===== config.mk =====
export PLATFORM = sky130hd
export DESIGN_NAME = autoneg_advert_upper_words
export DESIGN_NICKNAME = d
export VERILOG_FILES = /design/src/autoneg_advert_pkg.sv /design/src/autoneg_advert_upper_words.sv /design/src/tx_level_resolver.sv
export SDC_FILE = /design/constraint.sdc
export NUM_CORES = 1
export LEC_CHECK = 0
export ABC_AREA = 1
export ABC_CLOCK_PERIOD_IN_PS = 2200
export BUFFER_PORTS_ARGS = -buffer_cell sky130_fd_sc_hd__buf_4
export CAP_MARGIN = 30
export CORE_MARGIN = 1.5
export CORE_UTILIZATION = 45
export CTS_CLUSTER_SIZE = 40
export DETAILED_ROUTE_END_ITERATION = 12
export HOLD_SLACK_MARGIN = 0.12
export SYNTH_ARGS = -nofsm -noshare
export SYNTH_HDL_FRONTEND = slang
export SYNTH_SLANG_ARGS = --single-unit

===== constraint.sdc =====
create_clock -name clock -period 2.2 [get_ports clock]
set_input_delay 0.33 -clock clock [delete_from_list [all_inputs] [get_ports clock]]
set_output_delay 0.33 -clock clock [all_outputs]
set_load 0.1 [all_outputs]

===== src/autoneg_advert_pkg.sv =====
// Constants, types and field layouts for the autonegotiation advertisement words.
// Assumes a Clause 45 management frame arriving on synchronous mdc and mdio pins.
package autoneg_advert_pkg;

	// ------------------------------------------------------------
	// Management addressing
	// ------------------------------------------------------------
	localparam logic [4:0]  DEV_AN      = 5'h07;
	localparam logic [15:0] ADDR_MIDDLE = 16'h0203;
	localparam logic [15:0] ADDR_UPPER  = 16'h0204;

	// ------------------------------------------------------------
	// Register reset values and writable bits
	// ------------------------------------------------------------
	localparam logic [15:0] MIDDLE_RST  = 16'h4000;
	localparam logic [15:0] UPPER_RST   = 16'h0000;
	localparam logic [15:0] MIDDLE_WR_M = 16'h4010;
	localparam logic [15:0] UPPER_WR_M  = 16'h3000;

	// ------------------------------------------------------------
	// Field positions
	// ------------------------------------------------------------
	localparam int          BIT_LONG_REACH = 14;
	localparam int          BIT_ROLE       = 4;
	localparam int          BIT_HS_CAPABLE = 13;
	localparam int          BIT_HS_REQUEST = 12;
	localparam logic [15:0] ROLE_M         = 16'h0010;
	localparam logic [15:0] HS_CAPABLE_M   = 16'h2000;
	localparam logic [15:0] HS_REQUEST_M   = 16'h1000;

	// ------------------------------------------------------------
	// Frame timing in mdc bits
	// ------------------------------------------------------------
	localparam logic [5:0] PRE_LEN   = 6'h20;
	localparam logic [4:0] HDR_LAST  = 5'h0D;
	localparam logic [4:0] TA_LAST   = 5'h01;
	localparam logic [4:0] DATA_LAST = 5'h0F;

	// ------------------------------------------------------------
	// Frame codes
	// ------------------------------------------------------------
	localparam logic [1:0] ST_CODE  = 2'h0;
	localparam logic [1:0] OP_ADDR  = 2'h0;
	localparam logic [1:0] OP_WRITE = 2'h1;
	localparam logic [1:0] OP_RDINC = 2'h2;
	localparam logic [1:0] OP_READ  = 2'h3;

	typedef enum logic [3:0] {
		ST_PRE  = 4'b0001,
		ST_HDR  = 4'b0010,
		ST_TA   = 4'b0100,
		ST_DATA = 4'b1000
	} mgmt_state_e;

	typedef struct packed {
		logic role;
		logic hs_capable;
		logic hs_request;
	} strap_s;

	typedef struct packed {
		logic capable;
		logic request;
	} hs_s;

endpackage


===== src/autoneg_advert_upper_words.sv =====
// Middle and upper base-page advertisement words behind a Clause 45 management slave.
// Assumes mdc and mdio are synchronous to clock and mdc is well below half its rate.
//
// Behaviour
// - Middle word at 0x0203 in device 0x07, reset value 0x4000.
// - Upper word at 0x0204 in device 0x07, reset value 0x0000.
// - Middle bit 14 is a writable long-reach ability flag, resetting to one.
// - Middle bit 4 is the writable role: zero slave, one master.
// - Advertised role goes to the partner as nonce bit 4.
// - Role is a preference or forced value per the role-forcing bit.
// - Upper bit 13 is a writable high-swing capability flag.
// - Upper bit 12 is a writable high-swing request flag.
// - Either end not high-swing capable gives the low 1.0 V amplitude.
// - Both capable and either requesting, with partner_valid high, gives the 2.4 V amplitude.
// - Low word bit 12 marks the role preferred (zero) or forced (one).
`timescale 1ns/1ns
module autoneg_advert_upper_words
	import autoneg_advert_pkg::*;
(
	// Clock and reset
	input  wire logic        clock,
	input  wire logic        rst_n,
	// Management pins
	input  wire logic        mdc,
	input  wire logic        mdio_in,
	output logic             mdio_out,
	output logic             mdio_oe_n,
	input  wire logic [4:0]  phy_addr,
	// Strap pins
	input  wire strap_s      straps,
	// Autonegotiation engine
	input  wire logic        adv_role_forced,
	input  wire hs_s         partner_hs,
	input  wire logic        partner_valid,
	output logic [15:0]      advert_word_middle,
	output logic [15:0]      advert_word_upper,
	output logic             nonce_role,
	output logic             role_is_forced,
	output logic             tx_high_swing
);

	// ------------------------------------------------------------
	// Helpers
	// ------------------------------------------------------------
	function automatic logic is_read(input logic [1:0] op);
		is_read = (op == OP_READ) || (op == OP_RDINC);
	endfunction

	function automatic logic [15:0] rd_word(input logic [15:0] addr,
		input logic [15:0] mid, input logic [15:0] up);
		if (addr == ADDR_MIDDLE) begin
			rd_word = mid;
		end else if (addr == ADDR_UPPER) begin
			rd_word = up;
		end else begin
			rd_word = 16'h0000;
		end
	endfunction

	// ------------------------------------------------------------
	// State
	// ------------------------------------------------------------
	mgmt_state_e state_q;
	mgmt_state_e state_d;
	logic        mdc_q;
	logic [5:0]  pre_cnt_q;
	logic [4:0]  bit_cnt_q;
	logic [12:0] hdr_q;
	logic [1:0]  op_q;
	logic        match_q;
	logic [15:0] data_q;
	logic [15:0] addr_q;
	logic [15:0] middle_q;
	logic [15:0] upper_q;
	logic        init_done_q;
	logic        out_q;
	logic        oe_n_q;
	logic        nonce_q;
	logic        forced_q;
	hs_s         local_hs;

	// ------------------------------------------------------------
	// Frame decode
	// ------------------------------------------------------------
	wire         mdc_rise   = mdc & ~mdc_q;
	wire [13:0]  hdr_full   = {hdr_q, mdio_in};
	wire [1:0]   hdr_st     = hdr_full[13:12];
	wire [1:0]   hdr_op     = hdr_full[11:10];
	wire [4:0]   hdr_prtad  = hdr_full[9:5];
	wire [4:0]   hdr_devad  = hdr_full[4:0];
	wire         in_pre     = state_q == ST_PRE;
	wire         in_hdr     = state_q == ST_HDR;
	wire         in_ta      = state_q == ST_TA;
	wire         in_data    = state_q == ST_DATA;
	wire         pre_full   = pre_cnt_q == PRE_LEN;
	wire         frame_go   = in_pre & mdc_rise & ~mdio_in & pre_full;
	wire         hdr_end    = in_hdr & mdc_rise & (bit_cnt_q == HDR_LAST);
	wire         hdr_ok     = (hdr_st == ST_CODE) & (hdr_prtad == phy_addr)
	                          & (hdr_devad == DEV_AN);
	wire         ta_end     = in_ta & mdc_rise & (bit_cnt_q == TA_LAST);
	wire         data_end   = in_data & mdc_rise & (bit_cnt_q == DATA_LAST);
	wire         rd_act     = match_q & is_read(op_q);
	wire [15:0]  wdata      = {data_q[14:0], mdio_in};
	wire         wr_fire    = data_end & match_q & (op_q == OP_WRITE);
	wire         wr_middle  = wr_fire & (addr_q == ADDR_MIDDLE);
	wire         wr_upper   = wr_fire & (addr_q == ADDR_UPPER);
	wire         shift_en   = mdc_rise & (in_data | ta_end);

	// ------------------------------------------------------------
	// Register next values
	// ------------------------------------------------------------
	wire [15:0] middle_strap = (MIDDLE_RST & ~ROLE_M) | ({16{straps.role}} & ROLE_M);
	wire [15:0] upper_strap  = (UPPER_RST & ~(HS_CAPABLE_M | HS_REQUEST_M))
	                           | ({16{straps.hs_capable}} & HS_CAPABLE_M)
	                           | ({16{straps.hs_request}} & HS_REQUEST_M);
	wire [15:0] middle_d     = !init_done_q ? middle_strap :
	                           wr_middle ? (wdata & MIDDLE_WR_M) :
	                           middle_q;
	wire [15:0] upper_d      = !init_done_q ? upper_strap :
	                           wr_upper ? (wdata & UPPER_WR_M) :
	                           upper_q;
	wire [15:0] addr_d       = (data_end & match_q & (op_q == OP_ADDR)) ? wdata :
	                           (data_end & match_q & (op_q == OP_RDINC)) ? addr_q + 16'h0001 :
	                           addr_q;
	wire [15:0] data_d       = (hdr_end & hdr_ok & is_read(hdr_op)) ?
	                           rd_word(addr_q, middle_q, upper_q) :
	                           shift_en ? wdata : data_q;

	// ------------------------------------------------------------
	// Frame sequencing
	// ------------------------------------------------------------
	always_comb begin
		state_d = state_q;
		unique case (state_q)
			ST_PRE: begin
				if (frame_go) state_d = ST_HDR;
			end
			ST_HDR: begin
				if (hdr_end) state_d = hdr_st == ST_CODE ? ST_TA : ST_PRE;
			end
			ST_TA: begin
				if (ta_end) state_d = ST_DATA;
			end
			ST_DATA: begin
				if (data_end) state_d = ST_PRE;
			end
			default: state_d = ST_PRE;
		endcase
	end

	wire [5:0] pre_cnt_d = !in_pre ? 6'h00 :
	                       !mdc_rise ? pre_cnt_q :
	                       !mdio_in ? 6'h00 :
	                       pre_full ? pre_cnt_q : pre_cnt_q + 6'h01;
	wire [4:0] bit_cnt_d = frame_go ? 5'h01 :
	                       (hdr_end | ta_end | data_end) ? 5'h00 :
	                       (mdc_rise & ~in_pre) ? bit_cnt_q + 5'h01 : bit_cnt_q;

	// Read drive: zero in the second turnaround bit, then data MSB first
	wire out_d  = (in_ta & mdc_rise & rd_act) ? ((bit_cnt_q == TA_LAST) & data_q[15]) :
	              (in_data & mdc_rise & rd_act) ? (~data_end & data_q[15]) : out_q;
	wire oe_n_d = (in_ta & mdc_rise & rd_act) ? 1'b0 :
	              (data_end | in_pre) ? 1'b1 : oe_n_q;

	always_ff @(posedge clock or negedge rst_n) begin
		if (!rst_n) begin
			state_q   <= ST_PRE;
			mdc_q     <= 1'b0;
			pre_cnt_q <= 6'h00;
			bit_cnt_q <= 5'h00;
			hdr_q     <= 13'h0000;
			op_q      <= 2'h0;
			match_q   <= 1'b0;
			data_q    <= 16'h0000;
			addr_q    <= 16'h0000;
			out_q     <= 1'b0;
			oe_n_q    <= 1'b1;
		end else begin
			state_q   <= state_d;
			mdc_q     <= mdc;
			pre_cnt_q <= pre_cnt_d;
			bit_cnt_q <= bit_cnt_d;
			hdr_q     <= frame_go ? 13'h0000 : (in_hdr & mdc_rise) ? hdr_full[12:0] : hdr_q;
			op_q      <= hdr_end ? hdr_op : op_q;
			match_q   <= hdr_end ? hdr_ok : match_q;
			data_q    <= data_d;
			addr_q    <= addr_d;
			out_q     <= out_d;
			oe_n_q    <= oe_n_d;
		end
	end

	// ------------------------------------------------------------
	// Advertisement words and engine outputs
	// ------------------------------------------------------------
	always_ff @(posedge clock or negedge rst_n) begin
		if (!rst_n) begin
			middle_q    <= MIDDLE_RST;
			upper_q     <= UPPER_RST;
			init_done_q <= 1'b0;
			nonce_q     <= 1'b0;
			forced_q    <= 1'b0;
		end else begin
			middle_q    <= middle_d;
			upper_q     <= upper_d;
			init_done_q <= 1'b1;
			nonce_q     <= middle_q[BIT_ROLE];
			forced_q    <= adv_role_forced;
		end
	end

	assign local_hs.capable = upper_q[BIT_HS_CAPABLE];
	assign local_hs.request = upper_q[BIT_HS_REQUEST];

	tx_level_resolver u_resolver (
		.clock         (clock),
		.rst_n         (rst_n),
		.local_hs      (local_hs),
		.partner_hs    (partner_hs),
		.partner_valid (partner_valid),
		.high_swing_q  (tx_high_swing)
	);

	assign mdio_out           = out_q;
	assign mdio_oe_n          = oe_n_q;
	assign advert_word_middle = middle_q;
	assign advert_word_upper  = upper_q;
	assign nonce_role         = nonce_q;
	assign role_is_forced     = forced_q;
endmodule


===== src/tx_level_resolver.sv =====
// Resolves the transmit amplitude from both ends' high-swing bits.
// Assumes partner bits are stable while partner_valid is high.
`timescale 1ns/1ns
module tx_level_resolver
	import autoneg_advert_pkg::*;
(
	// Clock and reset
	input  wire logic clock,
	input  wire logic rst_n,
	// Ability bits of both ends
	input  wire hs_s  local_hs,
	input  wire hs_s  partner_hs,
	input  wire logic partner_valid,
	// Resolved level, high means 2.4 V p-p
	output logic      high_swing_q
);

	wire both_capable = local_hs.capable & partner_hs.capable;
	wire any_request  = local_hs.request | partner_hs.request;
	wire high_d       = partner_valid & both_capable & any_request;

	always_ff @(posedge clock or negedge rst_n) begin
		if (!rst_n) begin
			high_swing_q <= 1'b0;
		end else begin
			high_swing_q <= high_d;
		end
	end
endmodule


==> impl_metrics.sql <==
INSERT INTO impl_metrics (metric_group, metric, value, unit) VALUES
('finish', 'finished_core_util', '0.5219', ''),
('floorplanning', 'pin_count', '53', ''),
('cts', 'clock_sink_count', '74', ''),
('cts', 'tritoncts', 'yes', ''),
('routing', 'drt_pre_antenna_iters', '4', ''),
('synth', 'post-synth-top-area-cell', 'dfrtp_1', ''),
('power', 'power.density', '673.3', 'nW/um^2'),
('routing', 'vias_cell', '4.790', ''),
('power', 'worst_ir_drop_vdd', '0.3247', 'mV'),
('synth', 'synth_enable_flop_cells', '0', ''),
('floorplanning', 'fp.dieW', '101.7', 'um'),
('synth', 'postSynth.asyncResetShare', '1.000', ''),
('sta', 'max_clock_freq', '0.5071', 'GHz'),
('synth', 'synthDistinctLibCells', '45', ''),
('critical_path', 'regToRegSetupSlack', '0.26', 'ns'),
('synth', 'yosysWarningCount', '0', ''),
('placed_design', 'place.detailed.instances', '728', ''),
('sta', 'timing.hold.ws', '0.2257', 'ns'),
('finish', 'antenna-diode-count', '0', ''),
('sta', 'fin_worst_skew', '0.008582', 'ns'),
('global_route', 'remaining_global_route_overflow', '0', ''),
('global_route', 'grt_max_degree', '46', ''),
('synth', 'yosysTopAreaCellShare', '0.4053', ''),
('sta', 'final-hold-violation-count', '0', ''),
('sta', 'final-setup-viol-count', '0', ''),
('finish', 'nets', '636', ''),
('cts', 'cts-buffers-inserted', '9', ''),
('placed_design', 'post_dp_cell_area', '4588', 'sq um'),
('power', 'total_power', '3.278', 'mW'),
('cts', 'clkLatencyLatePin', '0.35', 'ns'),
('sta', 'layout_min_cycle_time', '1.972', 'ns'),
('cts', 'cts_h_tree_depth', '3', ''),
('critical_path', 'critPathMaxFanout', '21', ''),
('placed_design', 'gp_congestion', '0.8784', ''),
('floorplanning', 'die_ar', '10340', 'sq um'),
('critical_path', 'timing.critical_path.required', '2.44', 'ns'),
('synth', 'synth-main-ff-cell', 'dfrtp_1', ''),
('synth', 'synthesis.area', '4384', 'sq um'),
('floorplanning', 'die_y', '101.7', 'um'),
('global_route', 'grt_antenna_before_repair', '0', ''),
('power', 'p_leak', '2.531', 'nW'),
('critical_path', 'cp-end-kind', 'flop', ''),
('sta', 'rsz0062_at_grt', 'false', ''),
('synth', 'leading_post_synthesis_cells_by_cell_area', 'dfrtp_1 41%, nand2_1 11%, inv_1 8.0%, buf_4 5.1%, o21ai_0 4.8%', ''),
('placed_design', 'placement.setup.worst_slack', '0.2777', 'ns'),
('synth', 'ys_seq_elements', '74', ''),
('floorplanning', 'core-area', '9328', 'sq um'),
('routing', 'wirelength', '9420', 'um'),
('sta', 'worst_slack', '0.2281', 'ns'),
('finish', 'final_layout_size_suffix_gt1_frac', '0.1262', ''),
('finish', 'finalNonFillerCells', '747', ''),
('worst_hold_path', 'holdCritPathClass', 'in -> reg', ''),
('placed_design', 'placement.io_buffers', '24', ''),
('run', 'maxCapViolations', '0', ''),
('cts', 'postCtsSetupBuffers', '0', ''),
('sta', 'final_max_slew_viol_count', '0', ''),
('routing', 'drc', '0', ''),
('sta', 'setup_tns', '0', 'ns'),
('routing', 'detail_route.wl_per_cell', '12.61', 'um'),
('critical_path', 'arrival', '2.21', 'ns'),
('floorplanning', 'number_of_rows_in_the_core_area', '35', ''),
('routing', 'via_count', '3578', ''),
('synth', 'avgSynthCellArea', '7.520', 'sq um'),
('placed_design', 'dp_hpwl', '6959', 'um'),
('global_route', 'overall_fraction_of_global_route_tracks_in_use', '0.1965', ''),
('critical_path', 'startpoint_type', 'primary input', ''),
('synth', 'synth.yosys.seq_area_share', '0.4232', ''),
('synth', 'netlist_instances', '583', ''),
('routing', 'drt_iter0_markers', '136', ''),
('cts', 'cts.reportedPaths.clkPinSlew', '0.08', 'ns'),
('routing', 'detail-route-antenna-nets', '0', ''),
('cts', 'root_buffer_master', 'clkbuf_8', ''),
('finish', 'area_growth_syn_to_fin', '11.04', '%'),
('critical_path', 'crit_type', 'in -> reg', ''),
('finish', 'design_area', '4868', 'sq um'),
('sta', 'period_share', '0.8963', ''),
('global_route', 'first_global_vias', '3352', ''),
('floorplanning', 'initial_core_util', '0.4700', ''),
('outcome', 'status', 'finished, final reports clean', ''),
('global_route', 'grt_pass1_wl', '15690', 'um'),
('finish', 'filler_cell_count', '935', ''),
('cts', 'ctsLongestPathBuffers', '2', ''),
('cts', 'postCtsResizedCells', '0', '');
-- worst max-delay path, cell delays in order --
cell and delay (ns):
dlygate4sd3_1 0.52, buf_4 0.10, inv_1 0.05, nor2_4 0.17, inv_4 0.10, nor2_4 0.14
nand2_4 0.08, nor2_4 0.13, nand2_2 0.28, a21oi_1 0.20, o21ai_0 0.09
-- power by group --
group / leakage (nW) / internal (mW) / switching [mW]
clock: 0.127 / 0.788 / 0.524
combinational: 1.52 / 0.0919 / 0.419
sequential: 0.879 / 1.41 / 0.0395
total: 2.53 / 2.30 / 0.983
-- logic make-up (layout without fill, tap and decap cells) --
group / count (synthesis) / count (layout) / synth area share
buffers and inverters: 138 / 146 / 0.1507
and+or+nand+nor: 268 / 268 / 0.2794
muxes: 2 / 2 / 0.005137
adders and majority gates: 7 / 7 / 0.01998
DFF: 74 / 74 / 0.4232
other: 2 / 29 / 0.001713
AOI/OAI and AO/OA: 89 / 89 / 0.1139
xor gates and xnor gates: 3 / 3 / 0.005994
-- path summary, 6_finish.rpt --
| kind | to | depth (start not counted) | from |
|---|---|---|---|
| worst max register to register | data_q[7] | 11 | bit_cnt_q[1] |
| min in group asynchronous | addr_q[13] | 2 | rst_n |
| worst min-delay path | u_resolver.high_swing_q | 2 | partner_valid |
| max in group asynchronous | mdio_oe_n | 3 | rst_n |
| worst max-delay path | addr_q[7] | 11 | mdc |
| worst min register to register | nonce_role | 0 | advert_word_middle[4] |
-- area by class of cell --
type                            instances  area [sq um]  area share
Clock buffer                           10         137.6     0.02827
Clock inverter                          6         112.6     0.02313
Timing Repair Buffer                   32         260.3     0.05346
Sequential cell                        74          1856      0.3811
Inverter                               98         371.6     0.07633
Tap cell                              129         161.4     0.03315
Multi-Input combinational cell        398          1969      0.4045
-- flip-flops by register name, summed over array words and instances (netlist names), 2 cells and up --
register and flops:
addr_q 16, data_q 16, advert_word_middle 2, hdr_q 13
pre_cnt_q 6, op_q 2, advert_word_upper 2, bit_cnt_q 5
state_q 4
-- Yosys cell counts, types with 2 or more instances --
library cell / n
dfstp_2: 3
a21oi_1: 18
conb_1: 2
o21ai_1: 6
ha_1: 7
nor3_2: 2
o22ai_1: 10
buf_2: 3
nand2_2: 3
nor2_1: 50
nor3_1: 11
xor2_1: 3
nand4_1: 10
o211ai_1: 4
buf_4: 30
nand3_1: 37
inv_2: 2
nand2_1: 134
o21ai_0: 42
nand3_2: 4
buf_6: 3
buf_1: 3
dfrtp_1: 71
inv_1: 93
nand3b_1: 3
nor2_4: 5
mux2_2: 2
a21oi_2: 3
nor2_2: 3
-- layer usage --
metal / GRT usage / part of all wire
met1: 0.2491 / 0.46
met2: 0.3318 / 0.48
met5: 0 / 0
met4: 0.05662 / 0.014
met3: 0.04969 / 0.039
-- repair_timing --
| item | in CTS | in global routing |
|---|---|---|
| hold endpoints to repair | 30 | 0 |
| setup endpoints to repair | 0 | 0 |
| hold buffers | 3 | 0 |
-- placed cells by master (no fill, tap or decap), types with 2 or more instances in the layout --
master,count
nand2_1,134
o21ai_0,42
clkinv_2,2
nor2_2,3
nand2_2,3
inv_1,93
ha_1,7
nand3_1,37
nand3b_1,3
o211ai_1,4
nor3_2,2
a21oi_1,18
buf_4,28
mux2_2,2
inv_2,2
xor2_1,3
dfstp_2,3
clkbuf_8,10
nor3_1,11
bufinv_16,3
dfrtp_1,71
o22ai_1,10
o21ai_1,6
nand4_1,10
a21oi_2,3
nor2_4,5
nor2_1,50
conb_1,29
nand3_2,4
dlygate4sd3_1,3
No activity file was read; power rests on OpenSTA's default activity.
